$ cat config.mk
export PLATFORM = sky130hd
export DESIGN_NAME = mesa_monitor
export DESIGN_NICKNAME = d
export VERILOG_FILES = /design/src/rtl/mesa_pkg.sv /design/src/rtl/mesa_monitor.sv /design/src/rtl/mesa_round_robin.sv /design/src/rtl/mesa_sync.sv
export VERILOG_INCLUDE_DIRS = /design/src /design/src/rtl
export SDC_FILE = /design/constraint.sdc
export NUM_CORES = 1
export LEC_CHECK = 0
export ABC_AREA = 1
export BUFFER_PORTS_ARGS = -buffer_cell sky130_fd_sc_hd__buf_2
export CAP_MARGIN = 5
export CORE_UTILIZATION = 55
export CTS_CLUSTER_DIAMETER = 80
export DETAILED_ROUTE_END_ITERATION = 6
export GPL_TIMING_DRIVEN = 0
export PLACE_DENSITY = 0.76
export SLEW_MARGIN = 20
export SYNTH_ARGS = -nofsm -noshare
export SYNTH_HDL_FRONTEND = slang
export SYNTH_SLANG_ARGS = --single-unit
$ cat constraint.sdc
create_clock -name pclk -period 2.2 [get_ports pclk]
set_input_delay 0.44 -clock pclk [delete_from_list [all_inputs] [get_ports pclk]]
set_output_delay 0.44 -clock pclk [all_outputs]
set_load 0.01 [all_outputs]
$ cat src/rtl/mesa_map.svh
`ifndef MESA_MAP_SVH
`define MESA_MAP_SVH
// register byte addresses
`define MESA_ADDR_CONFIG     12'h000
`define MESA_ADDR_SLEEP      12'h004
`define MESA_ADDR_SLPMASK    12'h008
`define MESA_ADDR_GPIMASK    12'h00c
`define MESA_ADDR_MISCMASK   12'h010
`define MESA_ADDR_EVENTS     12'h014
`define MESA_ADDR_CTRL_ERR   12'h018
`define MESA_ADDR_HOST_ERR   12'h01c
`define MESA_ADDR_SLAVE      12'h020
`define MESA_ADDR_CHANNEL    12'h024
`define MESA_ADDR_VLIMIT     12'h028
`define MESA_ADDR_TLIMIT     12'h02c
`define MESA_ADDR_FLIMIT     12'h030
`define MESA_ADDR_ULIMIT     12'h034
`define MESA_ADDR_TRACKED    12'h038
// configuration bit positions
`define MESA_CFG_LOCK        0
`define MESA_CFG_GLOBAL_EVENT_MASK_BIT        1
`define MESA_CFG_ALERT_EN    2
`define MESA_CFG_ALERT_STD   3
// error-status bit positions
`define MESA_EV_VOLT         0
`define MESA_EV_TEMP         1
`define MESA_EV_DIODE        2
`define MESA_EV_GPI_LO       3
`define MESA_EV_GPI_HI       4
`define MESA_EV_USER_THR     5
`define MESA_EV_FAN          6
`define MESA_EV_TERM         7
`define MESA_EV_VRD          8
`define MESA_EV_THRTL        9
`define MESA_EV_WIDTH        10
// mask values
`define MESA_VOLT_MASKED     8'hff
`define MESA_TEMP_MASKED     8'h80
`define MESA_FAN_MASKED      8'hff
`define MESA_USER_MASKED     8'hff
// sleep state codes
`define MESA_SLEEP_S0        3'h0
`define MESA_SLEEP_DEEP      3'h4
// serial slave addresses
`define MESA_SADDR_LOW       7'h2c
`define MESA_SADDR_MID       7'h2e
`define MESA_SADDR_HIGH      7'h2d
// round robin
`define MESA_CHANNELS        5'd19
`define MESA_PASS_MS         100
`define MESA_CLK_HZ          25000000
`endif

$ cat src/rtl/mesa_pkg.sv
package mesa_pkg;
    typedef enum logic [2:0] {
        MESA_SEL_LOW  = 3'b001,
        MESA_SEL_MID  = 3'b010,
        MESA_SEL_HIGH = 3'b100
    } mesa_sel_type;
    typedef enum logic [1:0] {
        MESA_ADR_WAIT  = 2'b01,
        MESA_ADR_FIXED = 2'b10
    } mesa_adr_type;
endpackage : mesa_pkg

$ cat src/rtl/mesa_monitor.sv
// Added by the designer: the register offsets and the APB register port.
`timescale 1ns/10ps
`default_nettype none
`include "mesa_map.svh"
module mesa_monitor #(
    parameter int unsigned SLOT_CYCLES = 100000
) (
    input  wire logic        pclk,
    input  wire logic        presetn,
    input  wire logic        psel,
    input  wire logic        penable,
    input  wire logic        pwrite,
    input  wire logic [11:0] paddr,
    input  wire logic [31:0] pwdata,
    output logic [31:0]      prdata,
    output logic             pready,
    output logic             pslverr,
    input  wire logic        ext_reset_n_i,
    output logic             ext_reset_n_o,
    output logic             ext_reset_n_oe,
    input  wire logic [2:0]  addr_select,
    input  wire logic        bus_activity,
    input  wire logic        volt_event,
    input  wire logic        temp_event,
    input  wire logic        diode_event,
    input  wire logic [1:0]  gpi_event,
    input  wire logic        user_throttle_event,
    input  wire logic        processor_throttle_signal,
    input  wire logic        fan_event,
    input  wire logic        termination_sense_input,
    input  wire logic        regulator_overheat_input,
    output logic             controller_error_output,
    output logic             host_error_output,
    output logic             alert_n,
    output logic [4:0]       channel,
    output logic             pass_done
);
    // ------------------------------------------------------------
    // input synchronisers
    // ------------------------------------------------------------
    localparam int NS = 15;
    logic [NS-1:0] raw_in;
    logic [NS-1:0] syn;
    assign raw_in = {ext_reset_n_i, addr_select, bus_activity, volt_event, temp_event,
                     diode_event, gpi_event, user_throttle_event, processor_throttle_signal,
                     fan_event, termination_sense_input, regulator_overheat_input};
    mesa_sync #(.W(NS)) u_sync (
        .pclk    (pclk),
        .presetn (presetn),
        .d       (raw_in),
        .q       (syn)
    );
    wire       ext_rst_s = ~syn[14];
    wire [2:0] sel_s     = syn[13:11];
    wire       bus_s     = syn[10];
    wire [`MESA_EV_WIDTH-1:0] cause = {syn[3], syn[0], syn[1], syn[2], syn[4], syn[6],
                                       syn[5], syn[7], syn[8], syn[9]};

    mesa_round_robin #(.SLOT_CYCLES(SLOT_CYCLES)) u_rr (
        .pclk        (pclk),
        .presetn     (presetn),
        .channel_q   (channel),
        .pass_done_q (pass_done)
    );

    // ------------------------------------------------------------
    // reset pin: released after power-on, then an input
    // ------------------------------------------------------------
    logic por_done_q;
    logic ext_rst_q;
    assign ext_reset_n_o  = 1'b0;
    assign ext_reset_n_oe = por_done_q;
    wire ext_rst_edge = por_done_q & ext_rst_s & ~ext_rst_q;
    always_ff @(posedge pclk or negedge presetn) begin
        if (!presetn) begin
            por_done_q <= 1'b0;
            // pin is low through power-on: start as already asserted, so no false edge
            ext_rst_q  <= 1'b1;
        end else begin
            por_done_q <= 1'b1;
            ext_rst_q  <= ext_rst_s;
        end
    end

    // ------------------------------------------------------------
    // apb decode
    // ------------------------------------------------------------
    wire acc   = psel & penable;
    wire wr    = acc & pwrite;
    wire rd    = acc & ~pwrite;
    wire a_cfg = (paddr == `MESA_ADDR_CONFIG);
    wire a_slp = (paddr == `MESA_ADDR_SLEEP);
    wire a_smk = (paddr == `MESA_ADDR_SLPMASK);
    wire a_gmk = (paddr == `MESA_ADDR_GPIMASK);
    wire a_mmk = (paddr == `MESA_ADDR_MISCMASK);
    wire a_evt = (paddr == `MESA_ADDR_EVENTS);
    wire a_cer = (paddr == `MESA_ADDR_CTRL_ERR);
    wire a_her = (paddr == `MESA_ADDR_HOST_ERR);
    wire a_sad = (paddr == `MESA_ADDR_SLAVE);
    wire a_chn = (paddr == `MESA_ADDR_CHANNEL);
    wire a_vl  = (paddr == `MESA_ADDR_VLIMIT);
    wire a_tl  = (paddr == `MESA_ADDR_TLIMIT);
    wire a_fl  = (paddr == `MESA_ADDR_FLIMIT);
    wire a_ul  = (paddr == `MESA_ADDR_ULIMIT);
    wire a_trk = (paddr == `MESA_ADDR_TRACKED);
    wire mapped = a_cfg | a_slp | a_smk | a_gmk | a_mmk | a_evt | a_cer | a_her |
                  a_sad | a_chn | a_vl | a_tl | a_fl | a_ul | a_trk;

    // ------------------------------------------------------------
    // configuration and mask registers
    // ------------------------------------------------------------
    logic [3:0]  cfg_q;
    logic [2:0]  sleep_q;
    logic [`MESA_EV_WIDTH-1:0] slpmask_q;
    logic [1:0]  gpimask_q;
    logic [1:0]  miscmask_q;
    logic [7:0]  vlim_q;
    logic [7:0]  tlim_q;
    logic [7:0]  flim_q;
    logic [15:0] ulim_q;
    logic        ulo_valid_q;
    logic [7:0]  ulo_buf_q;
    wire locked = cfg_q[`MESA_CFG_LOCK];
    wire lim_wr = wr & ~locked;
    // 16-bit user limit: byte 0 is buffered low byte, byte 1 commits both
    wire ulim_lo_wr = lim_wr & a_ul & ~pwdata[8];
    wire ulim_hi_wr = lim_wr & a_ul & pwdata[8];
    wire ulim_refuse = ulim_hi_wr & ~ulo_valid_q;
    assign pslverr = acc & (~mapped | ulim_refuse);
    assign pready  = 1'b1;

    always_ff @(posedge pclk or negedge presetn) begin
        if (!presetn) begin
            cfg_q <= 4'h0;
        end else if (ext_rst_edge) begin
            cfg_q[`MESA_CFG_LOCK] <= 1'b0;
            cfg_q[`MESA_CFG_GLOBAL_EVENT_MASK_BIT] <= 1'b1;
        end else if (wr & a_cfg) begin
            cfg_q <= {pwdata[3:1], pwdata[0] | locked};
        end
    end

    always_ff @(posedge pclk or negedge presetn) begin
        if (!presetn) begin
            sleep_q <= `MESA_SLEEP_S0;
        end else if (ext_rst_edge) begin
            sleep_q <= `MESA_SLEEP_DEEP;
        end else if (wr & a_slp) begin
            sleep_q <= pwdata[2:0];
        end
    end

    always_ff @(posedge pclk or negedge presetn) begin
        if (!presetn) begin
            slpmask_q   <= '0;
            gpimask_q   <= 2'h0;
            miscmask_q  <= 2'h0;
            vlim_q      <= `MESA_VOLT_MASKED;
            tlim_q      <= `MESA_TEMP_MASKED;
            flim_q      <= `MESA_FAN_MASKED;
            ulim_q      <= {8'h00, `MESA_USER_MASKED};
            ulo_valid_q <= 1'b0;
            ulo_buf_q   <= 8'h00;
        end else begin
            if (lim_wr & a_smk) slpmask_q <= pwdata[`MESA_EV_WIDTH-1:0];
            if (lim_wr & a_gmk) gpimask_q <= pwdata[1:0];
            if (lim_wr & a_mmk) miscmask_q <= pwdata[1:0];
            if (lim_wr & a_vl) vlim_q <= pwdata[7:0];
            if (lim_wr & a_tl) tlim_q <= pwdata[7:0];
            if (lim_wr & a_fl) flim_q <= pwdata[7:0];
            if (ulim_lo_wr) begin
                ulo_buf_q   <= pwdata[7:0];
                ulo_valid_q <= 1'b1;
            end else if (ulim_hi_wr) begin
                ulo_valid_q <= 1'b0;
                if (ulo_valid_q) ulim_q <= {pwdata[7:0], ulo_buf_q};
            end
        end
    end

    // ------------------------------------------------------------
    // event masking
    // ------------------------------------------------------------
    wire deep = (sleep_q == `MESA_SLEEP_DEEP);
    wire asleep = (sleep_q != `MESA_SLEEP_S0);
    logic [`MESA_EV_WIDTH-1:0] manual_mask;
    always_comb begin
        manual_mask = '0;
        manual_mask[`MESA_EV_VOLT]  = (vlim_q == `MESA_VOLT_MASKED);
        // temp limit 80h masks diode too
        manual_mask[`MESA_EV_TEMP]  = (tlim_q == `MESA_TEMP_MASKED);
        manual_mask[`MESA_EV_DIODE] = (tlim_q == `MESA_TEMP_MASKED);
        manual_mask[`MESA_EV_GPI_LO] = gpimask_q[0];
        manual_mask[`MESA_EV_GPI_HI] = gpimask_q[1];
        manual_mask[`MESA_EV_USER_THR] = (ulim_q[7:0] == `MESA_USER_MASKED);
        manual_mask[`MESA_EV_FAN]  = (flim_q == `MESA_FAN_MASKED);
        manual_mask[`MESA_EV_TERM] = miscmask_q[0];
        manual_mask[`MESA_EV_VRD]  = miscmask_q[1];
    end
    wire [`MESA_EV_WIDTH-1:0] sleep_mask = deep ? {`MESA_EV_WIDTH{1'b1}} :
                                           (asleep ? slpmask_q : '0);
    wire [`MESA_EV_WIDTH-1:0] thr_bit = {{(`MESA_EV_WIDTH-1){1'b0}}, 1'b1} << `MESA_EV_THRTL;
    wire global_event_mask_bit = cfg_q[`MESA_CFG_GLOBAL_EVENT_MASK_BIT];
    wire [`MESA_EV_WIDTH-1:0] set_ev = cause &
        (thr_bit | ~(manual_mask | sleep_mask | {`MESA_EV_WIDTH{global_event_mask_bit}}));

    // ------------------------------------------------------------
    // error-status banks
    // ------------------------------------------------------------
    logic [`MESA_EV_WIDTH-1:0] cerr_q;
    logic [`MESA_EV_WIDTH-1:0] herr_q;
    logic [31:0]               prdata_q;
    wire [`MESA_EV_WIDTH-1:0] w1c = pwdata[`MESA_EV_WIDTH-1:0];
    // read clears controller bank in standard mode
    wire cerr_rdclr = rd & a_cer & cfg_q[`MESA_CFG_ALERT_STD];
    // clear only inactive causes
    // read-to-clear drops only the bits that the read reported
    wire [`MESA_EV_WIDTH-1:0] cclr = ((wr & a_cer) ? w1c : '0) |
                                     (cerr_rdclr ? prdata_q[`MESA_EV_WIDTH-1:0] : '0);
    wire [`MESA_EV_WIDTH-1:0] hclr = (wr & a_her) ? w1c : '0;
    always_ff @(posedge pclk or negedge presetn) begin
        if (!presetn) begin
            cerr_q <= '0;
            herr_q <= '0;
        end else begin
            cerr_q <= (cerr_q & ~(cclr & ~cause)) | set_ev;
            herr_q <= (herr_q & ~(hclr & ~cause)) | set_ev;
        end
    end

    // ------------------------------------------------------------
    // outputs
    // ------------------------------------------------------------
    wire [`MESA_EV_WIDTH-1:0] drv = ~thr_bit;
    wire any_err = |((cerr_q | herr_q) & drv);
    assign alert_n = ~(any_err & cfg_q[`MESA_CFG_ALERT_EN]);
    assign controller_error_output = |(cerr_q & drv);
    assign host_error_output = |(herr_q & drv);

    // ------------------------------------------------------------
    // slave address, fixed at first transaction
    // ------------------------------------------------------------
    mesa_pkg::mesa_adr_type adr_q;
    logic [6:0] saddr_q;
    wire [6:0] sel_addr = sel_s[2] ? `MESA_SADDR_HIGH :
                          (sel_s[1] ? `MESA_SADDR_MID : `MESA_SADDR_LOW);
    always_ff @(posedge pclk or negedge presetn) begin
        if (!presetn) begin
            adr_q   <= mesa_pkg::MESA_ADR_WAIT;
            saddr_q <= 7'h00;
        end else begin
            case (adr_q)
                mesa_pkg::MESA_ADR_WAIT: begin
                    if (bus_s) begin
                        saddr_q <= sel_addr;
                        adr_q   <= mesa_pkg::MESA_ADR_FIXED;
                    end
                end
                mesa_pkg::MESA_ADR_FIXED: adr_q <= mesa_pkg::MESA_ADR_FIXED;
                default: adr_q <= mesa_pkg::MESA_ADR_WAIT;
            endcase
        end
    end

    // ------------------------------------------------------------
    // read data
    // ------------------------------------------------------------
    wire [31:0] rmux =
        a_cfg ? {28'h0, cfg_q} :
        a_slp ? {29'h0, sleep_q} :
        a_smk ? {22'h0, slpmask_q} :
        a_gmk ? {30'h0, gpimask_q} :
        a_mmk ? {30'h0, miscmask_q} :
        a_evt ? {22'h0, cause} :
        a_cer ? {22'h0, cerr_q} :
        a_her ? {22'h0, herr_q} :
        a_sad ? {24'h0, adr_q == mesa_pkg::MESA_ADR_FIXED, saddr_q} :
        a_chn ? {27'h0, channel} :
        a_vl  ? {24'h0, vlim_q} :
        a_tl  ? {24'h0, tlim_q} :
        a_fl  ? {24'h0, flim_q} :
        a_ul  ? {16'h0, ulim_q} :
        a_trk ? {31'h0, ulo_valid_q} : 32'h0;
    // captured in the setup cycle so the word stands unchanged through the access
    always_ff @(posedge pclk or negedge presetn) begin
        if (!presetn) begin
            prdata_q <= 32'h0;
        end else if (psel & ~penable) begin
            prdata_q <= rmux;
        end
    end
    assign prdata = prdata_q;

    // ------------------------------------------------------------
    // checks
    // ------------------------------------------------------------
    AST_STICKY: assert property (@(posedge pclk) disable iff (!presetn)
        (cerr_q[0] && !cclr[0]) |=> cerr_q[0]) else $error("status bit lost");
    AST_W1C_ACTIVE: assert property (@(posedge pclk) disable iff (!presetn)
        (herr_q[1] && cause[1]) |=> herr_q[1]) else $error("active bit cleared");
    AST_BANKS: assert property (@(posedge pclk) disable iff (!presetn)
        (wr && a_cer && herr_q[2]) |=> herr_q[2]) else $error("bank crosstalk");
    AST_MASKED: assert property (@(posedge pclk) disable iff (!presetn)
        (!cerr_q[0] && !set_ev[0]) |=> !cerr_q[0] || $past(cerr_rdclr))
        else $error("masked bit set");
    AST_ALERT_OFF: assert property (@(posedge pclk) disable iff (!presetn)
        !cfg_q[`MESA_CFG_ALERT_EN] |-> alert_n) else $error("alert not gated");
    AST_EXTRST: assert property (@(posedge pclk) disable iff (!presetn)
        ext_rst_edge |=> (sleep_q == `MESA_SLEEP_DEEP) && !locked && global_event_mask_bit)
        else $error("external reset effect missing");
    AST_THROTTLE: assert property (@(posedge pclk) disable iff (!presetn)
        (herr_q == thr_bit) && (cerr_q == thr_bit) |-> alert_n && !host_error_output)
        else $error("throttle drove outputs");
    AST_ADDR_HOLD: assert property (@(posedge pclk) disable iff (!presetn)
        (adr_q == mesa_pkg::MESA_ADR_FIXED) |=> $stable(saddr_q))
        else $error("slave address moved");
endmodule : mesa_monitor
`default_nettype wire

$ cat src/rtl/mesa_round_robin.sv
`timescale 1ns/10ps
`default_nettype none
`include "mesa_map.svh"
module mesa_round_robin #(
    parameter int unsigned SLOT_CYCLES = 100000
) (
    input  wire logic       pclk,
    input  wire logic       presetn,
    output logic [4:0]      channel_q,
    output logic            pass_done_q
);
    logic [31:0] slot_q;
    wire         slot_end = (slot_q == SLOT_CYCLES - 1);
    wire         last_ch  = (channel_q == `MESA_CHANNELS - 5'd1);

    always_ff @(posedge pclk or negedge presetn) begin
        if (!presetn) begin
            slot_q      <= 32'h0;
            channel_q   <= 5'h0;
            pass_done_q <= 1'b0;
        end else begin
            pass_done_q <= slot_end && last_ch;
            slot_q      <= slot_end ? 32'h0 : slot_q + 32'h1;
            if (slot_end) begin
                channel_q <= last_ch ? 5'h0 : channel_q + 5'h1;
            end
        end
    end
endmodule : mesa_round_robin
`default_nettype wire

$ cat src/rtl/mesa_sync.sv
`timescale 1ns/10ps
`default_nettype none
module mesa_sync #(
    parameter int W = 1
) (
    input  wire logic         pclk,
    input  wire logic         presetn,
    input  wire logic [W-1:0] d,
    output logic [W-1:0]      q
);
    logic [W-1:0] meta_q;
    always_ff @(posedge pclk or negedge presetn) begin
        if (!presetn) begin
            meta_q <= '0;
            q      <= '0;
        end else begin
            meta_q <= d;
            q      <= meta_q;
        end
    end
endmodule : mesa_sync
`default_nettype wire

After elaboration in Yosys (flattened, before gate mapping)
Cells that the tools add are included.
- output and inout port bits: 45
- register bits after elaboration: 201
- equal/unequal tests: 24
- muxes and demuxes: 32
- add/subtract/negate cells: 2
- bitwise gates (word level): 67
- reduce and logical (&&, ||, !) cells: 12
- operator list (kind ; count):
    2-to-1 mux 16 bit ; 14
    equality test 12 x 6 -> 1 bit (second input constant) ; 7
    AND 10 bit ; 5
    equality test 12 x 5 -> 1 bit (second input constant) ; 4
    adder 32 x 1 -> 32 bit (second input constant) ; 1
    equality test 32 x 17 -> 1 bit (second input constant) ; 1
    equality test 8 bit (second input constant) ; 4
    2-to-1 mux 32 bit ; 1
    2-to-1 mux 10 bit ; 3
    inverter 10 bit ; 3
    bitwise OR 10 bit ; 3
    bitwise OR 9 bit ; 3
    OR reduction 9 bit ; 3
    AND 1 bit ; 25
    equality test 12 x 4 -> 1 bit (second input constant) ; 2
    2-to-1 mux 9 bit ; 2
    bitwise OR 1 bit ; 16
    equality test 12 x 3 -> 1 bit (second input constant) ; 1
    logical NOT 12 bit ; 1
    inverter 1 bit ; 11
    2-to-1 mux 2 bit ; 5
    inverter 9 bit ; 1
    2-to-1 mux 3 bit ; 2
    nonzero test 2 bit ; 3
    other kinds (13) ; 16

Longest topological paths before layout
Gate-level depths: netlist of the first run.
- word-level depth: 18
- gate-level depth with buffers: 19
- depth with buffers taken out: 19

Hierarchy
Synthesis of the first run repeated with hierarchy kept, for this count alone.
- cell total of the unflattened synthesis: 1137
- area total of the unflattened synthesis: 9073.7 µm²
- modules (own cells, without submodules) (module ; area an instance (µm²) ; cells an instance ; sequential area each (µm²) ; instances):
    mesa_monitor ; 5900.7 ; 745 ; 2861.5 ; 1
    mesa_round_robin ; 2422.3 ; 362 ; 950.9 ; 1
    mesa_sync ; 750.7 ; 30 ; 750.7 ; 1

Worst setup path before layout of the first run
No wires, ideal clock.
- path type: input port to output port
- start point: in paddr[11]
- end point: out pslverr
- slack: 0.245 ns
- buffers on the path: 1
- stages on the path: 11
- data arrival time: 1.515 ns
- required time: 1.760 ns
- cell sequence: inv_1 > nand4_1 > buf_4 > nor2_4 > nand2_4 > nor2_2 > inv_1 > nand3_1 > nor3_1 > nand3_1 > a21oi_1
- longest elaborated chain between the ends: 18
- elaborated cells between the ends (all ways): 35
- classes of those cells: eq/ne (14); bitwise (20); reduce/logical (1)
- RTL lines (what ; line ; text):
    start, declared ; mesa_monitor.sv:13 ; input wire logic [11:0] paddr,
    equality test 12 x 3 -> 1 bit (no source line) or logical NOT 12 bit (tied branches) ; n/a ;
    bitwise OR 1 bit (8 in series) ; mesa_monitor.sv:106 ; wire mapped = a_cfg | a_slp | a_smk | a_gmk | a_mmk | a_evt | a_cer | a_her |
    bitwise OR 1 bit (6 in series) ; mesa_monitor.sv:107 ; a_sad | a_chn | a_vl | a_tl | a_fl | a_ul | a_trk;
    inverter 1 bit ; mesa_monitor.sv:129 ; assign pslverr = acc & (~mapped | ulim_refuse);
    bitwise OR 1 bit * ; mesa_monitor.sv:129 ;
    AND 1 bit * ; mesa_monitor.sv:129 ;
    end, declared ; mesa_monitor.sv:17 ; output logic pslverr,
Every way passes the cells marked *; elsewhere a longest branch is shown, timed or not.

Final worst setup path of the first run
- start point: in paddr[10]
- end point: out pslverr
The elaborated chain is that of the path after synthesis.

==> impl_metrics.ini, run 1 <==
[outcome]
status = complete, but fails checks
failed_checks = negative setup slack

[pwr]
p_leak_nw = 4.85
cellPowerDensity_nw_per_um2 = 659
vdd_drop_max_uv = 602

[floorplan]
core_um2 = 15400
pin_count = 109
start_util_pct = 57.1
fp.dieH_um = 128
core.rowCount = 45
die_x_um = 128
fp.dieArea_um2 = 16500

[drt]
vias = 7610
drc = 0
route.met3.wl_um = 1360
routed_wl_um = 23000
post_drt_wl_per_cell_um = 16.8
wl_met2_um = 11200
dr.first_iter.drc_count = 789
ant_nets = 0
first_pass_iters = 6
top_layer = met4
met1_length_um = 9700
vias_per_cell = 5.56

[setup_path]
cp.required_ps = 1760
arrival_ps = 1840
endpoint_kind = output pin
worstPathMaxFanout = 3
cp-startpoint = paddr[10]
critical_path_class = primary input to output pin
critPathLaunchType = primary input
r2r-start = cfg_q[3]

[hold_path]
hold_path_class = primary input to flip-flop
hold_start = temp_event

[synth]
synth_top_cell_by_area = dfrtp_1
netlist_area_um2 = 8780
netlist.area_leader.share_pct = 43.3
syn_avg_cell_area_um2 = 8.55
synth_ff_type = dfrtp_1
synth_cells = 1027
ys_ff_latch = 179
synthArstFlopShare_pct = 100
synth_area_leaders = dfrtp_1 43%, nand2_1 11%, dfstp_2 8.1%
synth_cell_types = 49
synth_edf_count = 0
ys_seq_area_share_pct = 51.4
synth_warnings = 0

[job]
cap_viol_max_count = 0

[clock_network]
cts.sinks = 179
cts_buffers = 17
worstSkewPairLatency_ps = 440
clk_pin_slew_ps = 70
cts_tree = done
clock-root-buffer = clkbuf_16
htree_levels = 4
cts_max_path_buffers = 2

[sta]
drv_slew = 0
period_share_pct = 104
period_needed_ps = 2280
totalNegativeSetupSlack_ps = -83.4
hold_viol = 0
rsz0062_at_grt = yes
max-slew-margin-rel_pct = 33.1
skew_ps = 11.5
worst_slew_pin_slew_ps = 995
clock.fmax_mhz = 438
setup_viol_count_final = 1
fin_ws_ps = -83.4

[grt]
grt_pass1_vias = 7205
grtUsageTotal_pct = 29.0
antenna_found_initial = 0
grt_pass1_wl_um = 36300
grt_max_degree = 103
grt-ovfl-total = 0

[layout]
multiInputGateArea_um2 = 3780
layout.area.seq_um2 = 4510
final_area_um2 = 10300
nFillCells = 1276
nNetsFinal = 1213
layout_commonest_cell = nand2_1
n_antenna_cell = 0
final_cell_mix = 251 x nand2_1, 152 x dfrtp_1, 112 x inv_1
drive_gt1_share_pct = 22.0
areaGrowthSynthToFinish_pct = 17.7

[placed_design]
dpl-instance-area_um2 = 9480
dp_hpwl_um = 16300
numPortBuffers = 67
place.gp.congestion = 0.952
preCtsSetupSlack_ps = -364
-- stage by stage --
step	power [mW]	utilization, %	hold slack (ps)	std cells
finish	6.81	67.3	104	1368
global route	7.00	67.3	97.2	1368
CTS	6.81	66.2	93.3	1364
detailed placement	3.90	61.7	336	1323
global placement	3.88	61.4	333	1322
floorplan	3.69	-	144	1044
-- report_power, final --
part           total (mW)  internal, mW  leakage (nW)  switching (mW)
logic               0.440         0.146          2.41           0.294
registers            3.43          3.37          2.18          0.0574
clock network        2.94          1.60         0.263            1.34
-- cells in the mapped netlist (all sizes together), types with 2 or more instances --
library cell	number
nor3	43
or2	5
xnor2	5
o211ai	4
conb	2
xor2	15
a22o	3
nand2	258
dfrtp	152
nand4	39
nor3b	2
clkbuf	9
a21oi	22
o31ai	10
o311ai	6
dfstp	27
o21ai	88
buf	24
inv	134
nor4	15
nor2	91
ha	5
a31oi	2
mux2	8
nand3	40
a32o	6
o21a	4
-- registers in the layout (all words and copies together), names as in the netlist, 8 cells and up --
register,count
cerr_q,10
flim_q,8
herr_q,10
prdata,16
slpmask_q,10
tlim_q,8
u_rr.slot_q,32
u_sync.meta_q,14
u_sync.q,14
ulim_q,16
ulo_buf_q,8
vlim_q,8
-- final timing paths --
path | slack [ps] | cells after the start | endpoint
worst max register to register | 100 | 5 | cerr_q[8]
max in group asynchronous | 710 | 3 | vlim_q[2]
worst min register to register | 350 | 0 | u_sync.q[10]
worst max-delay path | -80 | 11 | pslverr
min in group asynchronous | 560 | 2 | ext_reset_n_oe
worst min-delay path | 100 | 1 | u_sync.meta_q[8]
-- area by class of cell --
type / instances / share of cell area (%)
Clock inverter: 13 / 1.21
Timing Repair Buffer: 81 / 4.76
Inverter: 135 / 4.95
Buffer: 33 / 2.07
Tap cell: 211 / 2.55
Clock buffer: 19 / 4.28
Multi-Input combinational cell: 697 / 36.5
Sequential cell: 179 / 43.7
-- routing by layer --
layer  up-vias  GRT usage (%)
met5         -              0
met4         0           12.2
met3        59           5.82
met2       288           48.0
met1      3675           37.2
li1       3588              -
-- repair_timing --
item | in CTS | in global routing
pin swaps | 7 | 11
endpoints found under the setup margin | 2 | 19
gates resized for setup | 16 | 32
cloned | 0 | 0
hold endpoints to repair | 6 | 0
hold buffers | 1 | 0
buffers inserted | 8 | 4
-- cells by family (layout without fill, tap and decap cells) --
group / count (synthesis) / count (layout) / share of synthesized area, %
compound gates: 150 / 150 / 10.0
flops: 179 / 179 / 51.4
other cells: 2 / 19 / 0.0855
xor+xnor: 20 / 20 / 1.99
mux: 8 / 8 / 1.03
buf+inv: 168 / 281 / 8.09
fa+ha+maj: 5 / 5 / 0.712
simple gates: 495 / 495 / 26.7
-- worst max-delay path, stage by stage --
cell and delay, ps:
buf_6 70, inv_2 30, nand4_1 190, buf_6 160
nor2_4 50, inv_4 80, a31oi_4 90, nor4_4 300
nand3_2 140, a21oi_2 150, buf_2 140
Note: power is estimated with default switching activity, not from simulation.
==> run 2: changes to the inputs <==
- MAX_ROUTING_LAYER: unset -> met4
==> run 2 against run 1 <==
Net effect:
- the run still ends with negative setup slack left
- first-iteration DRC count is 12% lower
- total power grew 1.2%
- sequential share of layout area is 0.37 points lower
- global-route usage is 1.4 points higher
- via count fell by 0.14%
- critical path depth unchanged
- clock power up 3%
- combinational power shrank 0.9%
- worst setup slack better by 14 ps
==> impl_metrics.ini, run 2 (synthesis results as in run 1) <==
[grt]
use_met2_pct = 49.6
grt_pass1_vias = 7446
antenna_found_initial = 0
grt_max_degree = 94
grtUsageTotal_pct = 30.3
grt-ovfl-total = 0
grt_pass1_wl_um = 36700
busiest_layer = met2
globalRouteMet3Util_pct = 5.82
met1_usage_pct = 36.8

[clock_network]
postCtsHoldBufs = 0
cts_tree = done
cts.sinks = 179
cts_max_path_buffers = 2
clock-root-buffer = clkbuf_16
worstSkewPairLatency_ps = 440
htree_levels = 4
cts_buffers = 17
clk_pin_slew_ps = 70

[layout]
nNetsFinal = 1225
largest_register = u_rr.slot_q
final_cell_mix = 250 x nand2_1, 152 x dfrtp_1, 111 x inv_1
layout_commonest_cell = nand2_1
fin_cells = 1379
areaGrowthSynthToFinish_pct = 18.8
largest_reg_flops = 32
n_antenna_cell = 0
final_area_um2 = 10400
drive_gt1_share_pct = 23.0

[placed_design]
numPortBuffers = 67
dpl-instance-area_um2 = 9480
dp_hpwl_um = 16300
placedCellCount = 1323
preCtsSetupSlack_ps = -405
place.gp.congestion = 0.974

[setup_path]
endpoint_kind = output pin
worstPathMaxFanout = 3
arrival_ps = 1830
critPathLaunchType = primary input
cp.required_ps = 1760
critical_path_class = primary input to output pin

[sta]
holdWs_ps = 38.2
worst_slew_pin_slew_ps = 697
setup_viol_count_final = 1
skew_ps = 7.16
max-slew-margin-rel_pct = 53.6
fin_ws_ps = -69.1
hold_viol = 0
period_share_pct = 103
rsz0062_at_grt = yes
period_needed_ps = 2270
clock.fmax_mhz = 441
drv_slew = 0

[floorplan]
core_um2 = 15400
die_x_um = 128
start_util_pct = 57.1
core.rowCount = 45
fp.dieArea_um2 = 16500
fp.dieH_um = 128
pin_count = 109

[pwr]
p_switching_mw = 1.66
p_leak_nw = 4.94
vdd_drop_max_uv = 605
finalPower_mw = 6.89
comb_power_share_pct = 6.3
seqPwrFrac_pct = 49.7
pwr-share-clk_pct = 44.0
p_int_mw = 5.23
switching_share_pct = 24.1
cellPowerDensity_nw_per_um2 = 661

[outcome]
failed_checks = negative setup slack
status = complete, but fails checks

[drt]
vias = 7599
dr.first_iter.drc_count = 696
drc = 0
post_drt_wl_per_cell_um = 16.5
ant_nets = 0
first_pass_iters = 5
routed_wl_um = 22800
vias_per_cell = 5.51

[job]
cap_viol_max_count = 0

[hold_path]
hold_path_class = primary input to async pin
==> run 2: cell types whose count changed in the layout (fill, tap and decap cells not counted), sizes merged <==
cell         previous run  this run
bufinv                  1         2
clkinvlp                5         3
dlygate4sd3             1         0
clkbuf                 28        27
buf                   104       117
inv                   137       138
==> run 2: repair_timing <==
action | 4_1_cts | 5_1_grt
resized for setup | 19 | 27
hold endpoints to repair | 0 | 0
pin swaps | 6 | 8
buffers inserted | 7 | 18
endpoints found under the setup margin | 3 | 19
==> run 2: through the flow <==
stage | utilization, % | TNS (ps)
final | 67.8 | -69.1
after global routing | 67.8 | -170
after global placement | 61.4 | -349090
after floorplan | - | 0
after detailed placement | 61.7 | -5980
after CTS | 66.3 | -87.6
==> run 2: cell type report <==
cell class,instances,area [µm²]
Tap cell,211,264
Inverter,135,509
Buffer,33,214
Fill cell,1246,4940
Timing Repair Buffer,93,561
Sequential cell,179,4510
Multi-Input combinational cell,697,3780
Clock inverter,13,149
Clock buffer,18,439
==> run 2: metal layers <==
| metal | share of wire, % | vias to the layer above | wire length, µm |
|---|---|---|---|
| li1 | - | 3602 | - |
| met1 | 40 | 3651 | 9220 |
| met2 | 50 | 294 | 11300 |
| met3 | 7.1 | 52 | 1620 |
| met4 | 2.8 | 0 | 631 |
| met5 | 0 | - | 0 |
==> run 2: power groups by stage <==
| stage | Clock (mW) | Sequential, mW | Combinational (mW) |
|---|---|---|---|
| after floorplan | 0 | 3.46 | 0.221 |
| after global placement | 0 | 3.48 | 0.396 |
| after global routing | 3.21 | 3.43 | 0.498 |
| after CTS | 3.07 | 3.43 | 0.429 |
| after detailed placement | 0 | 3.49 | 0.415 |
| final | 3.03 | 3.42 | 0.436 |
==> run 2: worst max-delay path, cell delays in order <==
cell and delay, ps:
buf_2 100, inv_2 40, nand4_1 150, buf_6 180, nor2_4 180, nand2_4 110
a21oi_1 250, nor2_2 60, nand3_2 100, a21oi_2 60, buf_2 140
==> run 2: final timing paths <==
path                               endpoint                      start  depth (start not counted)  slack, ps
setup / recovery                    pslverr                  paddr[10]                         11        -70
hold / removal                 u_sync.q[14]                    presetn                          1         40
setup reg to reg                  herr_q[6]                 sleep_q[1]                          6        150
hold reg to reg                 u_sync.q[3]           u_sync.meta_q[3]                          0        350
max in group asynchronous         ulim_q[6]                    presetn                          2       1280
min in group pclk          u_sync.meta_q[3]  processor_throttle_signal                          1        110
